File: src/hw/gfm_pkg.sv
// package for the general pin function multiplexer: mode codes, register map, timings
// assumes a 100 MHz ref_clk and a 32-bit avalon-mm register bus
package gfm_pkg;
  localparam int CLK_HZ = 100_000_000;
  localparam int NUM_PINS = 14;
  typedef logic [7:0] gfm_mode_type;
  localparam gfm_mode_type MODE_OUTPUT = 8'h00;
  localparam gfm_mode_type MODE_INPUT = 8'h01;
  localparam gfm_mode_type MODE_NETSTAT = 8'h02;
  localparam gfm_mode_type MODE_POS_SUPPLY = 8'h03;
  localparam gfm_mode_type MODE_DATA_READY = 8'h04;
  localparam gfm_mode_type MODE_TIME_SYNC = 8'h05;
  localparam gfm_mode_type MODE_CARD_DET = 8'h07;
  localparam gfm_mode_type MODE_TX_BURST = 8'h09;
  localparam gfm_mode_type MODE_POWER_IND = 8'h0a;
  localparam gfm_mode_type MODE_OPMODE_IND = 8'h0b;
  localparam gfm_mode_type MODE_AUDIO2 = 8'h0c;
  localparam gfm_mode_type MODE_SERIAL = 8'h0d;
  localparam gfm_mode_type MODE_PAD_OFF = 8'hff;
  // byte offsets; pin n (0-based) mode register at MODE_BASE + 4*n
  localparam logic [7:0] MODE_BASE = 8'h00;
  localparam logic [7:0] OFS_POS_CTRL = 8'h40;
  localparam logic [7:0] OFS_POS_IO = 8'h44;
  localparam logic [7:0] OFS_NET_STATE = 8'h48;
  localparam logic [7:0] OFS_GP_OUT = 8'h4c;
  localparam logic [7:0] OFS_STATUS = 8'h50;
  localparam logic [7:0] OFS_GP_IN = 8'h54;
  localparam logic [7:0] OFS_ERROR = 8'h58;
  localparam logic [7:0] POS_IO_WAKE = 8'h10;
  localparam logic [7:0] POS_IO_SYNC = 8'h20;
  // network state codes
  localparam logic [2:0] NET_NONE = 3'h0;
  localparam logic [2:0] NET_HOME_2G = 3'h1;
  localparam logic [2:0] NET_HOME_3G = 3'h2;
  localparam logic [2:0] NET_ROAM_2G = 3'h3;
  localparam logic [2:0] NET_ROAM_3G = 3'h4;
  localparam logic [2:0] NET_CALL = 3'h5;
  // status register bit positions
  localparam int ST_CARD_PRESENT = 0;
  localparam int ST_CARD_EVENT = 1;
  localparam int ST_WAKE = 2;
  localparam logic [31:0] RD_UNMAPPED = 32'h0000_0000;
  // timings
  localparam int BURST_LEAD_NS = 10_000;
  localparam int BURST_TAIL_NS = 5_000;
  localparam int BURST_LEAD_CYC = (BURST_LEAD_NS * (CLK_HZ / 1_000_000) + 999) / 1000;
  localparam int BURST_TAIL_CYC = (BURST_TAIL_NS * (CLK_HZ / 1_000_000) + 999) / 1000;
  localparam int TICK_MS = 1;
  localparam int TICK_CYC = TICK_MS * (CLK_HZ / 1000);
  localparam int T50_MS = 50;
  localparam int T100_MS = 100;
  localparam int T2S_MS = 2000;
endpackage

File: src/hw/gfm_mux.sv
// general pin function multiplexer: per-pin mode registers, indicator patterns, pin drive
// assumes avalon-mm master on ref_clk; pin inputs asynchronous, two-flop synchronised
// What this block does
// - fourteen pins each pick input, output or special function by mode code.
// - mode 9 burst indicator only on pin one; none by default.
// - burst pin rises with the window input, which must lead the first slot by 10 us; falls 5 us after last.
// - supply enable defaults to pin two; pins 1-5 allowed; one pin only.
// - supply enable pin follows positioning control setting, low by default.
// - mode 4 only on pin three; wakes when control 1 and io setting 16.
// - data ready pin otherwise tri-stated with pull-down; default.
// - mode 5 only on pin four; sync out when control 1, io 32.
// - mode 7 only on pin five, its default; input with pull-down.
// - card detect low means absent, high present; this block pulls the pin down.
// - each card detect level change raises a status change event.
// - mode 2 network status on pins 1-5, one pin, none by default.
// - network status low with no service.
// - home 2G: 100 ms high, 2 s low, repeated.
// - home 3G: 50 high, 50 low, 50 high, 2 s low.
// - roaming 2G: 100 high, 100 low, 100 high, 2 s low.
// - roaming 3G: 50 high, 50 low, 50 high, 100 low.
// - network status high during a call.
// - mode 10 on pin one or thirteen, one pin; high when on.
// - mode 11 on pin fourteen or five, one pin; high when active.
// - pins six to nine default to mode 12; no other pin accepts it.
//
// Implementation choices: register access over Avalon-MM and the address map.
module gfm_mux
  import gfm_pkg::*;
(
  input wire logic ref_clk,
  input wire logic resetn,
  input wire logic [7:0] avs_address,
  input wire logic avs_read,
  input wire logic avs_write,
  input wire logic [31:0] avs_writedata,
  input wire logic [3:0] avs_byteenable,
  output logic [31:0] avs_readdata,
  output logic avs_waitrequest,
  input wire logic [NUM_PINS-1:0] pin_in,
  output logic [NUM_PINS-1:0] pin_out,
  output logic [NUM_PINS-1:0] pin_oe_n,
  output logic [NUM_PINS-1:0] pin_pulldown,
  input wire logic tx_burst_window,
  input wire logic module_on,
  input wire logic module_active,
  input wire logic time_sync_in,
  input wire logic audio2_tx,
  input wire logic audio2_bitclk_out,
  input wire logic audio2_word_align_out,
  input wire logic audio2_master,
  output logic audio2_rx,
  output logic audio2_bitclk_in,
  output logic audio2_word_align_in,
  output logic wake_request,
  output logic card_present,
  output logic card_event
);
  typedef enum logic [3:0] {
    BUS_IDLE = 4'b0001,
    BUS_ACK = 4'b0010,
    BUS_XX1 = 4'b0100,
    BUS_XX2 = 4'b1000
  } gfm_bus_type;

  gfm_mode_type mode_r [NUM_PINS];
  logic pos_ctrl_r;
  logic [7:0] pos_io_r;
  logic [2:0] net_state_r;
  logic [NUM_PINS-1:0] gp_out_r;
  logic [NUM_PINS-1:0] sync1_r, sync2_r;
  logic card_prev_r;
  logic card_event_r;
  logic [7:0] error_r;
  gfm_bus_type bus_r;
  logic [31:0] rdata_r;
  logic burst_out_r;
  logic [10:0] burst_cnt_r;
  logic [16:0] tick_cnt_r;
  logic tick;
  logic [11:0] ms_cnt_r;
  logic [1:0] phase_r;
  logic net_out;

  // permitted codes per pin (pin index 0-based)
  function automatic logic mode_allowed(input int pin, input gfm_mode_type m);
    case (m)
      MODE_OUTPUT, MODE_INPUT, MODE_PAD_OFF: mode_allowed = 1'b1;
      MODE_TX_BURST: mode_allowed = (pin == 0);
      MODE_POS_SUPPLY, MODE_NETSTAT: mode_allowed = (pin <= 4);
      MODE_DATA_READY: mode_allowed = (pin == 2);
      MODE_TIME_SYNC: mode_allowed = (pin == 3);
      MODE_CARD_DET: mode_allowed = (pin == 4);
      MODE_POWER_IND: mode_allowed = (pin == 0) || (pin == 12);
      MODE_OPMODE_IND: mode_allowed = (pin == 13) || (pin == 4);
      MODE_AUDIO2: mode_allowed = (pin >= 5) && (pin <= 8);
      MODE_SERIAL: mode_allowed = (pin >= 9); // serial mode accepted only on pins ten to fourteen, their default
      default: mode_allowed = 1'b0;
    endcase
  endfunction

  function automatic logic single_pin(input gfm_mode_type m);
    single_pin = (m == MODE_POS_SUPPLY) || (m == MODE_NETSTAT) || (m == MODE_TX_BURST)
      || (m == MODE_POWER_IND) || (m == MODE_OPMODE_IND);
  endfunction

  function automatic gfm_mode_type mode_default(input int pin);
    if (pin == 1)
      mode_default = MODE_POS_SUPPLY;
    else if (pin == 2)
      mode_default = MODE_DATA_READY;
    else if (pin == 3)
      mode_default = MODE_TIME_SYNC;
    else if (pin == 4)
      mode_default = MODE_CARD_DET;
    else if (pin >= 5 && pin <= 8)
      mode_default = MODE_AUDIO2;
    else if (pin >= 9)
      mode_default = MODE_SERIAL;
    else
      mode_default = MODE_PAD_OFF;
  endfunction

  // bus decode
  logic wr_go, rd_go;
  logic [3:0] wr_pin;
  logic wr_mode;
  logic taken;
  // writes land only at the edge that accepts them, waitrequest low
  assign wr_go = avs_write && (bus_r == BUS_ACK);
  assign rd_go = avs_read && (bus_r == BUS_IDLE);
  assign wr_pin = avs_address[5:2];
  assign wr_mode = (avs_address[7:6] == 2'b00) && (wr_pin < 4'(NUM_PINS));
  always_comb
  begin
    taken = 1'b0;
    for (int i = 0; i < NUM_PINS; i++)
    begin
      if (i != int'(wr_pin) && mode_r[i] == avs_writedata[7:0])
        taken = 1'b1;
    end
  end

  // one wait cycle, answered on the next
  assign avs_waitrequest = (avs_read || avs_write) && (bus_r == BUS_IDLE);
  assign avs_readdata = rdata_r;

  always_ff @(posedge ref_clk)
  begin
    if (!resetn)
      bus_r <= BUS_IDLE;
    else if (bus_r == BUS_IDLE && (avs_read || avs_write))
      bus_r <= BUS_ACK;
    else
      bus_r <= BUS_IDLE;
  end

  // mode registers; a rejected code leaves the old mode and flags the error register
  always_ff @(posedge ref_clk)
  begin
    if (!resetn)
    begin
      for (int i = 0; i < NUM_PINS; i++)
        mode_r[i] <= mode_default(i);
      error_r <= 8'h00;
    end
    else if (wr_go && wr_mode && avs_byteenable[0])
    begin
      if (mode_allowed(int'(wr_pin), avs_writedata[7:0])
          && !(single_pin(avs_writedata[7:0]) && taken))
      begin
        mode_r[wr_pin] <= avs_writedata[7:0];
        error_r <= 8'h00;
      end
      else
        error_r <= {4'h1, wr_pin};
    end
  end

  always_ff @(posedge ref_clk)
  begin
    if (!resetn)
    begin
      pos_ctrl_r <= 1'b0;
      pos_io_r <= 8'h00;
      net_state_r <= NET_NONE;
      gp_out_r <= '0;
    end
    else if (wr_go && avs_byteenable[0])
    begin
      if (avs_address == OFS_POS_CTRL)
        pos_ctrl_r <= avs_writedata[0];
      if (avs_address == OFS_POS_IO)
        pos_io_r <= avs_writedata[7:0];
      if (avs_address == OFS_NET_STATE)
        net_state_r <= avs_writedata[2:0];
      if (avs_address == OFS_GP_OUT)
        gp_out_r[7:0] <= avs_writedata[7:0];
      if (avs_address == OFS_GP_OUT && avs_byteenable[1])
        gp_out_r[13:8] <= avs_writedata[13:8];
    end
    else if (wr_go && avs_byteenable[1] && avs_address == OFS_GP_OUT)
      gp_out_r[13:8] <= avs_writedata[13:8];
  end

  // read data
  always_ff @(posedge ref_clk)
  begin
    if (!resetn)
      rdata_r <= RD_UNMAPPED;
    else if (rd_go)
    begin
      if (wr_mode)
        rdata_r <= {24'h0, mode_r[wr_pin]};
      else if (avs_address == OFS_POS_CTRL)
        rdata_r <= {31'h0, pos_ctrl_r};
      else if (avs_address == OFS_POS_IO)
        rdata_r <= {24'h0, pos_io_r};
      else if (avs_address == OFS_NET_STATE)
        rdata_r <= {29'h0, net_state_r};
      else if (avs_address == OFS_GP_OUT)
        rdata_r <= {18'h0, gp_out_r};
      else if (avs_address == OFS_STATUS)
        rdata_r <= {29'h0, wake_request, card_event_r, card_present};
      else if (avs_address == OFS_GP_IN)
        rdata_r <= {18'h0, sync2_r};
      else if (avs_address == OFS_ERROR)
        rdata_r <= {24'h0, error_r};
      else
        rdata_r <= RD_UNMAPPED;
    end
  end

  // pin synchronisers
  always_ff @(posedge ref_clk)
  begin
    if (!resetn)
    begin
      sync1_r <= '0;
      sync2_r <= '0;
    end
    else
    begin
      sync1_r <= pin_in;
      sync2_r <= sync1_r;
    end
  end

  assign card_present = sync2_r[4] && (mode_r[4] == MODE_CARD_DET);

  // card change event; a new change beats a status-register write-1 clear
  always_ff @(posedge ref_clk)
  begin
    if (!resetn)
    begin
      card_prev_r <= 1'b0;
      card_event_r <= 1'b0;
    end
    else
    begin
      card_prev_r <= sync2_r[4];
      if (mode_r[4] == MODE_CARD_DET && sync2_r[4] != card_prev_r)
        card_event_r <= 1'b1;
      else if (wr_go && avs_address == OFS_STATUS && avs_byteenable[0]
               && avs_writedata[ST_CARD_EVENT])
        card_event_r <= 1'b0;
    end
  end
  assign card_event = card_event_r;

  assign wake_request = (mode_r[2] == MODE_DATA_READY) && pos_ctrl_r
    && (pos_io_r == POS_IO_WAKE) && sync2_r[2];

  // burst indicator: the window input is expected to lead the slots by the lead time
  // already, so only the tail stretch is made here; lead is a contract on the source
  always_ff @(posedge ref_clk)
  begin
    if (!resetn)
    begin
      burst_out_r <= 1'b0;
      burst_cnt_r <= '0;
    end
    else if (tx_burst_window)
    begin
      burst_out_r <= 1'b1;
      burst_cnt_r <= 11'(BURST_TAIL_CYC);
    end
    else if (burst_cnt_r != '0)
      burst_cnt_r <= burst_cnt_r - 11'd1;
    else
      burst_out_r <= 1'b0;
  end

  // millisecond tick
  assign tick = (tick_cnt_r == 17'(TICK_CYC - 1));
  always_ff @(posedge ref_clk)
  begin
    if (!resetn || tick)
      tick_cnt_r <= '0;
    else
      tick_cnt_r <= tick_cnt_r + 17'd1;
  end

  // blink: phases high, low, high, long low; durations in ms per state
  logic [11:0] ph_len;
  logic single_blink;
  always_comb
  begin
    single_blink = (net_state_r == NET_HOME_2G);
    case (phase_r)
      2'd3: ph_len = (net_state_r == NET_ROAM_3G) ? 12'(T100_MS) : 12'(T2S_MS);
      default: ph_len = (net_state_r == NET_HOME_3G || net_state_r == NET_ROAM_3G)
        ? 12'(T50_MS) : 12'(T100_MS);
    endcase
  end

  always_ff @(posedge ref_clk)
  begin
    // restart from the high phase whenever software sets a new state
    if (!resetn || net_state_r == NET_NONE || net_state_r == NET_CALL
        || (wr_go && avs_address == OFS_NET_STATE))
    begin
      ms_cnt_r <= '0;
      phase_r <= 2'd0;
    end
    else if (tick)
    begin
      if (ms_cnt_r >= ph_len - 12'd1)
      begin
        ms_cnt_r <= '0;
        phase_r <= (single_blink && phase_r == 2'd0) ? 2'd3 : phase_r + 2'd1;
      end
      else
        ms_cnt_r <= ms_cnt_r + 12'd1;
    end
  end

  always_comb
  begin
    case (net_state_r)
      NET_NONE: net_out = 1'b0;
      NET_CALL: net_out = 1'b1;
      NET_HOME_2G, NET_HOME_3G, NET_ROAM_2G, NET_ROAM_3G: net_out = !phase_r[0];
      default: net_out = 1'b0;
    endcase
  end

  assign audio2_rx = (mode_r[5] == MODE_AUDIO2) ? sync2_r[5] : 1'b0;
  assign audio2_bitclk_in = (mode_r[7] == MODE_AUDIO2) ? sync2_r[7] : 1'b0;
  assign audio2_word_align_in = (mode_r[8] == MODE_AUDIO2) ? sync2_r[8] : 1'b0;

  // per-pin drive; pin_oe_n low means driving
  always_comb
  begin
    for (int i = 0; i < NUM_PINS; i++)
    begin
      pin_out[i] = 1'b0;
      pin_oe_n[i] = 1'b0;
      pin_pulldown[i] = 1'b0;
      case (mode_r[i])
        MODE_OUTPUT: pin_out[i] = gp_out_r[i];
        MODE_TX_BURST: pin_out[i] = burst_out_r;
        MODE_POS_SUPPLY: pin_out[i] = pos_ctrl_r;
        MODE_NETSTAT: pin_out[i] = net_out;
        MODE_TIME_SYNC: pin_out[i] = pos_ctrl_r && (pos_io_r == POS_IO_SYNC)
          && time_sync_in;
        MODE_POWER_IND: pin_out[i] = module_on;
        MODE_OPMODE_IND: pin_out[i] = module_active;
        MODE_DATA_READY:
        begin
          pin_oe_n[i] = 1'b1;
          pin_pulldown[i] = !(pos_ctrl_r && pos_io_r == POS_IO_WAKE);
        end
        MODE_CARD_DET:
        begin
          pin_oe_n[i] = 1'b1;
          pin_pulldown[i] = 1'b1;
        end
        MODE_AUDIO2:
        begin
          pin_out[i] = (i == 6) ? audio2_tx : (i == 7) ? audio2_bitclk_out
            : audio2_word_align_out;
          pin_oe_n[i] = (i == 5) || ((i >= 7) && !audio2_master);
        end
        MODE_INPUT, MODE_SERIAL: pin_oe_n[i] = 1'b1;
        default:
        begin
          pin_oe_n[i] = 1'b1;
          pin_pulldown[i] = 1'b1;
        end
      endcase
    end
  end
endmodule

File: config.mk
export PLATFORM = sky130hd
export DESIGN_NAME = gfm_mux
export DESIGN_NICKNAME = d
export VERILOG_FILES = /design/src/hw/gfm_pkg.sv /design/src/hw/gfm_mux.sv
export SDC_FILE = /design/constraint.sdc
export NUM_CORES = 1
export LEC_CHECK = 0
export BUFFER_PORTS_ARGS = -buffer_cell sky130_fd_sc_hd__buf_2
export CAP_MARGIN = 10
export CORE_ASPECT_RATIO = 0.9
export CORE_UTILIZATION = 25
export CTS_CLUSTER_SIZE = 16
export DETAILED_ROUTE_END_ITERATION = 12
export GPL_TIMING_DRIVEN = 0
export PLACE_DENSITY = 0.42
export SLEW_MARGIN = 20
export SYNTH_ARGS = -nofsm -noshare
export SYNTH_HDL_FRONTEND = slang
export SYNTH_SLANG_ARGS = --single-unit
File: constraint.sdc
create_clock -name ref_clk -period 7.2 [get_ports ref_clk]
set_clock_uncertainty 0.1 [all_clocks]
set_input_delay 0.72 -clock ref_clk [delete_from_list [all_inputs] [get_ports ref_clk]]
set_output_delay 0.72 -clock ref_clk [all_outputs]
set_load 0.005 [all_outputs]
Word level (Yosys, flattened, before mapping). Memories as Yosys holds them, arrays and structs flattened. Cells that the tools add are included. Widths: inputs -> output; s select.

ROM bits: 0. Bits in registers: 143. Memories kept: 1. Input bits: 70. Output and inout bits: 81. Bits in latches: 0. Memory bits (writable): 112. Word-level logic and storage cells: 459.

Memories: mode_r (depth 14, bits a word 8, read ports 15, clocked after Yosys merged registers in 0, wr ports 14, line gfm_mux.sv:65) `gfm_mode_type mode_r [NUM_PINS];`.

Reduce and logical (&&, ||, !) cells: 120. Shifts and indexed selects: 0. Magnitude comparators: 6. Bitwise operators: 1. Multiplexer cells: 102. Divide/modulo/power cells: 0. Equal/unequal tests: 206. Add/sub/neg operators: 5. $mul: 0.

Operators by type and width (number): $eq 8x4->1 const B (75); $eq 8x3->1 const B (32); $eq 8x2->1 const B (30); $reduce_or 10->1 (14); $eq 8x1->1 const B (15); $logic_not 8->1 (15); $eq 8x8->1 (14); $pmux 1 s8 (14); $mux 14 (7); $mux 8 (9); $eq 8x7->1 const B (7); $reduce_or 7->1 (8); $reduce_or 8->1 (7); $pmux 1 s2 (22); $logic_and 1x1->1 (40); $mux 1 (36); $ne 4x4->1 const A (8); $mux 11 (2); $mux 6 (3); $mux 9 (2); $add 17x1->17 const B (1); $eq 17x17->1 const B (1); $eq 4x3->1 const B (4); $ne 3x4->1 const A (4); 43 further kinds (70).

Depth between registers and ports, before layout. Gate-level depths: netlist (run 1). An unclocked memory read counts as a cell.

Depth in word-level cells: 26. Gate-level depth with buffers: 17. Mapped depth without buffers: 15.

Worst setup path before layout (run 1). Ideal clock, no wire load.

Path type: input to register. From: input avs_address[5]. To: memory mode_r[0][0] (netlist name) (enable). Data arrival time: 2.964 ns. Required time: 6.716 ns. Path slack: 3.752 ns. Cell stages on the path: 9. Path buffers: 3. Cells stage by stage: buf_4 or4b_1 buf_4 nand3_1 o31ai_1 nor4_4 o211ai_1 clkbuf_1 o21ai_0.

RTL lines: start, declared (line gfm_mux.sv:32) `input wire logic [7:0] avs_address,`; end, declared (line gfm_mux.sv:65).

Worst setup path in the final report (run 1).
From: register pos_ctrl_r. To: output pin_out[4].

Longest elaborated chain between the ends: 3.

RTL lines: start, declared (line gfm_mux.sv:66) `logic pos_ctrl_r;`; start signal, assigned (line gfm_mux.sv:191) `pos_ctrl_r <= avs_writedata[0];`; $logic_and 1x1->1 (line gfm_mux.sv:364) `MODE_TIME_SYNC: pin_out[i] = pos_ctrl_r && (pos_io_r == POS_IO_SYNC)`; $logic_and 1x1->1 (line gfm_mux.sv:365) `&& time_sync_in;`; $pmux 1 s8 (*) (line gfm_mux.sv:359) `case (mode_r[i])`; end, declared (line gfm_mux.sv:40) `output logic [NUM_PINS-1:0] pin_out,`.

Mark *: on every way between the ends. The rest lies on a longest branch, timed or not.

==> metrics.md, run 1 <==
| Metric | Value |
|---|---|
| Outcome | `finished clean` |
| Layout cells sized above 1 | `0.206` |
| Met3 wire length | `around 5000 µm` |
| Number of global-route vias before repair | `approximately 13000` |
| Leak | `6.16 nW` |
| Synth Cell Area | `around 16000 µm²` |
| Post-cts repair resize count | `0` |
| Tcrit/Tclk final | `0.670` |
| RSZ-0062 raised after global routing | `no` |
| IO buf count | `110` |
| Clk buf depth | `3` |
| HP Class | `primary input to flop` |
| Hold Fails Final Rpt | `0` |
| DR DRC count | `0` |
| Drt total wl | `about 64000 µm` |
| Clock Sinks | `around 250` |
| CTS tree | `built` |
| Ys flop type | `edfxtp_1` |
| Rows | `86` |
| Die H | `approximately 240 µm` |
| Total CTS buffers | `31` |
| Die width | `between 200 and 300 µm` |
| CP Capture Type | `output pin` |
| Synth cell types | `80` |
| Post-route setup slack | `approximately 2.4 ns` |
| Initial DRC count | `around 1300` |
| Top cells by area, synth | `edfxtp_1 (25%), dfxtp_1 (15%), xor2_1 (6.8%)` |
| Cell Pwr Density | `~190 nW/µm²` |
| Most common cell after layout, fill and taps aside | `buf_2` |
| First-pass DRT Iterations | `5` |
| WP data arrival | `approximately 4.0 ns` |
| Antenna diode count | `0` |
| Core outline area | `between 60000 and 70000 µm²` |
| Top sig layer | `met5` |
| Critical Path Fanout Max | `10` |
| Global-route wire length before repair | `roughly 92000 µm` |
| Setup TNS | `0 ns` |
| Initial antenna violation count | `7` |
| WL per Instance | `roughly 25 µm` |
| Postcts setup bufs | `0` |
| Total gr overflow | `0` |
| Largest net degree at the start of global routing | `16` |
| Number of flops mapped to enable cells by yosys | `around 130` |
| Worst Setup Path Type | `flop to output pin` |
| Slowest cell on crit path | `clkbuf_1` |
| Tot GR Track Use | `0.201` |
| DR WL met2 | `about 28000 µm` |
| Final Critical Period | `4.82 ns` |
| Max Cap Viol | `0` |
| Placer Congestion | `between 0.9 and 1` |
| Routed Antenna Nets | `0` |
| DR vias/cell | `5.23` |
| Sequential area share after synthesis | `0.403` |
| Most frequent cells in the layout | `buf_2 (132), nor2_1 (131), edfxtp_1 (128)` |
| Slew margin rel. | `0.213` |
| FILL cells | `roughly 6400` |
| Die area | `63000 µm²` |
| Ports | `around 150` |
| Clock transition at path regs | `~0.060 ns` |
| Layout net count | `~1800` |
| Final Slew Violations | `0` |
| Critical path cell sequence | `clkbuf_1, nand3_1, nor3_2, clkbuf_1, nand3b_1, a21oi_1, a21oi_1, a211oi_1, buf_2` |
| Synth top area share | `0.248` |
| Initial Utilization | `0.253` |
| Synth Instances | `about 1600` |
| Vias | `about 13000` |
| Clk Latency, worst-skew pair | `~0.59 ns` |
| Max rail drop VDD | `around 0.00016 V` |
| Area grow syn2layout | `17.3%` |
| Synth warnings | `0` |
| Root buffer cell | `clkbuf_16` |
| Area leader, netlist | `edfxtp_1` |
| Met1 wire length | `29200 µm` |
| Endpoints failing setup | `0` |
| WP data required | `6.38 ns` |
| Crit start category | `flop` |
| CTS H-Tree Depth | `1` |
| Worst slew pin tran | `approximately 1.2 ns` |
| DP HPWL | `~48000 µm` |
| CP peak stage delay | `approximately 0.85 ns` |
| Yosys reg bits | `248` |
| Ys async rst share | `0` |
| Max frequency | `roughly 0.21 GHz` |
| Post-place setup slack | `around 2.1 ns` |
| Hold buffer count at cts | `0` |
| Synth Area per Inst | `9.83 µm²` |
-- sequential cells by signal, indices dropped and copies added, names as in the netlist, 2 cells and up --
name,cells
avs_readdata,14
burst_cnt_r,11
bus_r,2
error_r,5
gp_out_r,14
mode_r,128
ms_cnt_r,12
net_state_r,3
phase_r,2
pos_io_r,8
sync1_r,14
sync2_r,14
tick_cnt_r,17
-- metrics by stage --
| step | power [mW] | instances | hold slack (ns) | utilization | instance area [µm²] |
|---|---|---|---|---|---|
| final | 3.46 | 2569 | 0.236 | 0.297 | 18200 |
| after global routing | 3.57 | 2569 | 0.227 | 0.297 | 18200 |
| after CTS | 3.49 | 2569 | 0.219 | 0.297 | 18200 |
| after detailed placement | 1.98 | 2514 | 0.319 | 0.281 | 17200 |
| after global placement | 1.97 | 2512 | 0.315 | 0.280 | 17200 |
| after floorplan | 1.81 | 1610 | 0.312 | - | 15600 |
-- cell usage after synthesis, types with 14 or more instances --
| cell type | count |
|---|---|
| dfxtp_1 | 120 |
| ha_1 | 18 |
| edfxtp_1 | 128 |
| inv_1 | 39 |
| xnor2_1 | 37 |
| xor2_1 | 120 |
| nor2_1 | 131 |
| a31oi_1 | 20 |
| a22oi_1 | 21 |
| nor3_2 | 71 |
| nor2b_1 | 25 |
| nand2_1 | 75 |
| o21ai_0 | 64 |
| nand2b_1 | 16 |
| buf_4 | 31 |
| o211ai_1 | 14 |
| a21oi_1 | 52 |
| mux2i_1 | 51 |
| nand3_1 | 43 |
| nor3_1 | 26 |
| buf_2 | 22 |
| nor4_1 | 49 |
| and2_1 | 40 |
| or3_1 | 51 |
| mux4_2 | 45 |
| clkbuf_1 | 100 |
-- kinds of logic after synthesis --
group | count (synthesis) | share of synthesized area
other | 2 | 0.000484
DFF | 248 | 0.403
muxes | 97 | 0.0990
buffers and inverters | 208 | 0.0636
AOI/OAI and AO/OA | 236 | 0.0978
and+or+nand+nor | 611 | 0.233
adders and majority gates | 18 | 0.0145
xor gates and xnor gates | 157 | 0.0887
-- worst paths after layout --
kind                         to        startpoint  depth (start not counted)  slack, ns
setup / recovery     pin_out[4]        pos_ctrl_r                          9       2.38
setup reg to reg   mode_r[9][2]      mode_r[7][0]                          9       3.11
hold reg to reg      sync2_r[0]        sync1_r[0]                          1       0.33
hold / removal    mode_r[15][0]  avs_writedata[0]                          1       0.24
-- per-layer routing --
layer  up-vias  GRT usage
li1       6034          -
met3       116     0.0405
met5         -          0
met1      6658      0.283
met4         2     0.0581
met2       617      0.309
-- power breakdown --
part | total, mW | switching (mW) | internal [mW] | leakage, nW
registers | 1.56 | 0.0348 | 1.53 | 2.15
clock network | 1.50 | 0.625 | 0.878 | 0.483
logic | 0.395 | 0.260 | 0.134 | 3.53
total | 3.46 | 0.921 | 2.54 | 6.16
-- final cells by class --
| class | count | area, µm² | share of cell area |
|---|---|---|---|
| Buffer | 166 | 831 | 0.0457 |
| Multi-Input combinational cell | 1154 | 8430 | 0.463 |
| Clock inverter | 9 | 46.3 | 0.00254 |
| Sequential cell | 248 | 6250 | 0.343 |
| Tap cell | 792 | 991 | 0.0545 |
| Clock buffer | 46 | 925 | 0.0508 |
| Inverter | 42 | 158 | 0.00867 |
| Timing Repair Buffer | 112 | 566 | 0.0311 |
-- worst max-delay path, delay by kind of cell (launching register included) --
family	cells	cell delay, ns
simple gates	3	0.83
buf+inv	3	1.47
compound gates	3	0.80
flops	1	0.30
Note: power is estimated with default switching activity, not from simulation.
==> run 2: changes to the inputs <==
==> constraint.sdc (replaced) <==
create_clock -name ref_clk -period 4.95 [get_ports ref_clk]
set_clock_uncertainty 0.1 [all_clocks]
set_input_delay 0.495 -clock ref_clk [delete_from_list [all_inputs] [get_ports ref_clk]]
set_output_delay 0.495 -clock ref_clk [all_outputs]
set_load 0.005 [all_outputs]
==> run 2 against run 1 <==
Net effect:
- total power up 46%
- sequential share of layout area is 0.057 points lower
- worst hold slack worse by 0.22 ns
- global-route usage is essentially flat
- critical endpoint unchanged
- largest power group unchanged
- die area stayed put
- register-to-register slack lost 2.3 ns
- combinational power up 46%
==> metrics.md, run 2 (synthesized netlist as in run 1, its figures left out) <==
| Metric | Value |
|---|---|
| Multi-input gate area in the final layout | `8430 µm² (unchanged)` |
| Setup TNS | `0 ns (unchanged)` |
| Final Slew Violations | `0 (unchanged)` |
| Post-cts repair resize count | `0 (unchanged)` |
| First-pass DRT Iterations | `6 (+1)` |
| Max frequency | `between 0.2 and 0.25 GHz` |
| Clock Sinks | `248 (unchanged)` |
| Layout cells sized above 1 | `0.206 (-0.000347)` |
| Die H | `238 µm (unchanged)` |
| Die width | `265 µm (unchanged)` |
| Clock transition at path regs | `0.06 ns (about the same)` |
| Worst slew pin tran | `1.19 ns (+0.0118 ns)` |
| Register area | `6250 µm² (unchanged)` |
| Most frequent cell on the critical path | `a21oi_1` |
| Endpoints failing setup | `0 (unchanged)` |
| Clk Latency, worst-skew pair | `0.59 ns (about the same)` |
| Top flop regs | `mode_r x128, tick_cnt_r x17` |
| Die area | `63000 µm² (unchanged)` |
| HP Class | `primary input to flop` |
| Final Critical Period | `4.55 ns` |
| Flop pwr share | `0.451 (about the same)` |
| Power Total | `5.04 mW (+46%)` |
| Drt total wl | `64400 µm (+0.25%)` |
| Sw frac | `0.267 (+0.000697)` |
| DR DRC count | `0 (unchanged)` |
| CP Capture Type | `output pin` |
| Global-route wire length before repair | `92300 µm (about the same)` |
| Worst Setup Path Type | `flop to output pin` |
| Buffers & Inverters on Critical Path | `2 (-1)` |
| Total CTS buffers | `31 (unchanged)` |
| Initial Utilization | `0.253 (unchanged)` |
| Rows | `86 (unchanged)` |
| Critical path cell sequence | `nor4_1, nand3_1, nor3_2, clkbuf_1, nand3b_1, a21oi_1, a21oi_1, a211oi_1, buf_2` |
| WP data arrival | `3.95 ns (-0.05 ns)` |
| Number of global-route vias before repair | `12758 (+0.12%)` |
| Critical path's top delay family | `simple AND/OR/NAND/NOR gates` |
| Hold buffer count at cts | `3 (+3)` |
| Core outline area | `61200 µm² (unchanged)` |
| CTS tree | `built` |
| Area grow syn2layout | `17.5%` |
| Vias | `13465 (+0.28%)` |
| Slowest cell on crit path | `clkbuf_1` |
| Logic pwr share | `0.114 (about the same)` |
| Ports | `151 (unchanged)` |
| Post-route setup slack | `0.403 ns (-1.97 ns)` |
| Routed Antenna Nets | `0 (unchanged)` |
| Cell Int Power | `3.69 mW (+46%)` |
| Layout net count | `1846 (+0.16%)` |
| RSZ-0062 raised after global routing | `no` |
| CP peak stage delay | `0.80 ns (-0.05 ns)` |
| Most frequent cells in the layout | `buf_2 (132), nor2_1 (131), edfxtp_1 (128)` |
| Max FFs per register | `128 (unchanged)` |
| Antenna diode count | `0 (unchanged)` |
| DR vias/cell | `5.24 (+0.17%)` |
| Crit start category | `flop` |
| FILL cells | `6403 (-0.031%)` |
| Outcome | `finished clean` |
| Clk pwr share | `0.435 (about the same)` |
| Cell Pwr Density | `277 nW/µm² (+45%)` |
| Max rail drop VDD | `0.000239 V (+45%)` |
| P_sw | `1.34 mW (+46%)` |
| Max Cap Viol | `0 (unchanged)` |
| WP data required | `4.36 ns (-2.02 ns)` |
| Root buffer cell | `clkbuf_16` |
| Placer Congestion | `0.956 (unchanged)` |
| Hold Fails Final Rpt | `0 (unchanged)` |
| Tot GR Track Use | `0.201 (about the same)` |
| WL per Instance | `25.0 µm (+0.13%)` |
| Slew margin rel. | `0.205 (-0.00788)` |
| Leak | `6.18 nW (+0.20%)` |
| Critical Path Fanout Max | `10 (unchanged)` |
| Initial DRC count | `1406 (+8.4%)` |
| DP HPWL | `48300 µm (unchanged)` |
| CTS H-Tree Depth | `1 (unchanged)` |
| IO buf count | `110 (unchanged)` |
| Total gr overflow | `0 (unchanged)` |
| Post-place setup slack | `0.0364 ns (-2.02 ns)` |
| Top reg by flops | `mode_r` |
| Final Core Density | `0.298 (+0.000491)` |
| Initial antenna violation count | `7 (unchanged)` |
| Clk buf depth | `3 (unchanged)` |
| Tcrit/Tclk final | `0.919` |
| Most common cell after layout, fill and taps aside | `buf_2` |
| Postcts setup bufs | `0 (unchanged)` |
| Largest net degree at the start of global routing | `16 (unchanged)` |
run 2: cell count changes in the layout (fill, tap and decap cells not counted), sizes merged:
| cell | change |
|---|---|
| dlygate4sd3 | +3 |
run 2: layer usage:
layer  wire length (µm)  vias to the layer above  global-route usage
met2              28200                      631               0.309
met1              29100                     6670               0.283
li1                   -                     6035                   -
met4               1980                        2              0.0581
met3               5170                      127              0.0405
met5                 11                        -                   0
run 2: final timing paths:
kind | cells past startpoint | slack [ns] | endpoint | start
setup / recovery | 9 | 0.40 | pin_out[4] | pos_io_r[0]
hold / removal | 1 | 0.01 | mode_r[14][4] | avs_writedata[4]
setup reg to reg | 9 | 0.83 | mode_r[9][0] | mode_r[7][0]
hold reg to reg | 1 | 0.33 | sync2_r[13] | sync1_r[13]
run 2: area by class of cell:
| cell class | count | share of cell area |
|---|---|---|
| clock buffers | 46 | 0.0507 |
| multi-input cells | 1154 | 0.463 |
| clock inverters | 9 | 0.00254 |
| inverters | 42 | 0.00865 |
| flip-flops and latches | 248 | 0.343 |
| plain buffers | 166 | 0.0456 |
| well taps | 792 | 0.0544 |
| repair buffers | 115 | 0.0327 |
run 2: per-stage QoR:
step	instance area, µm²	hold slack [ns]	std cells
after CTS	18200	0.00166	2572
after global placement	17200	0.315	2512
after floorplan	15600	0.312	1610
after detailed placement	17200	0.319	2514
final	18200	0.0148	2572
after global routing	18200	0.00613	2572
run 2: power groups by stage:
stage,sequential (mW),combinational (mW),clock [mW]
finish,2.27,0.577,2.19
global route,2.28,0.610,2.31
CTS,2.27,0.568,2.24
detailed placement,2.31,0.564,0
global placement,2.31,0.560,0
floorplan,2.29,0.345,0
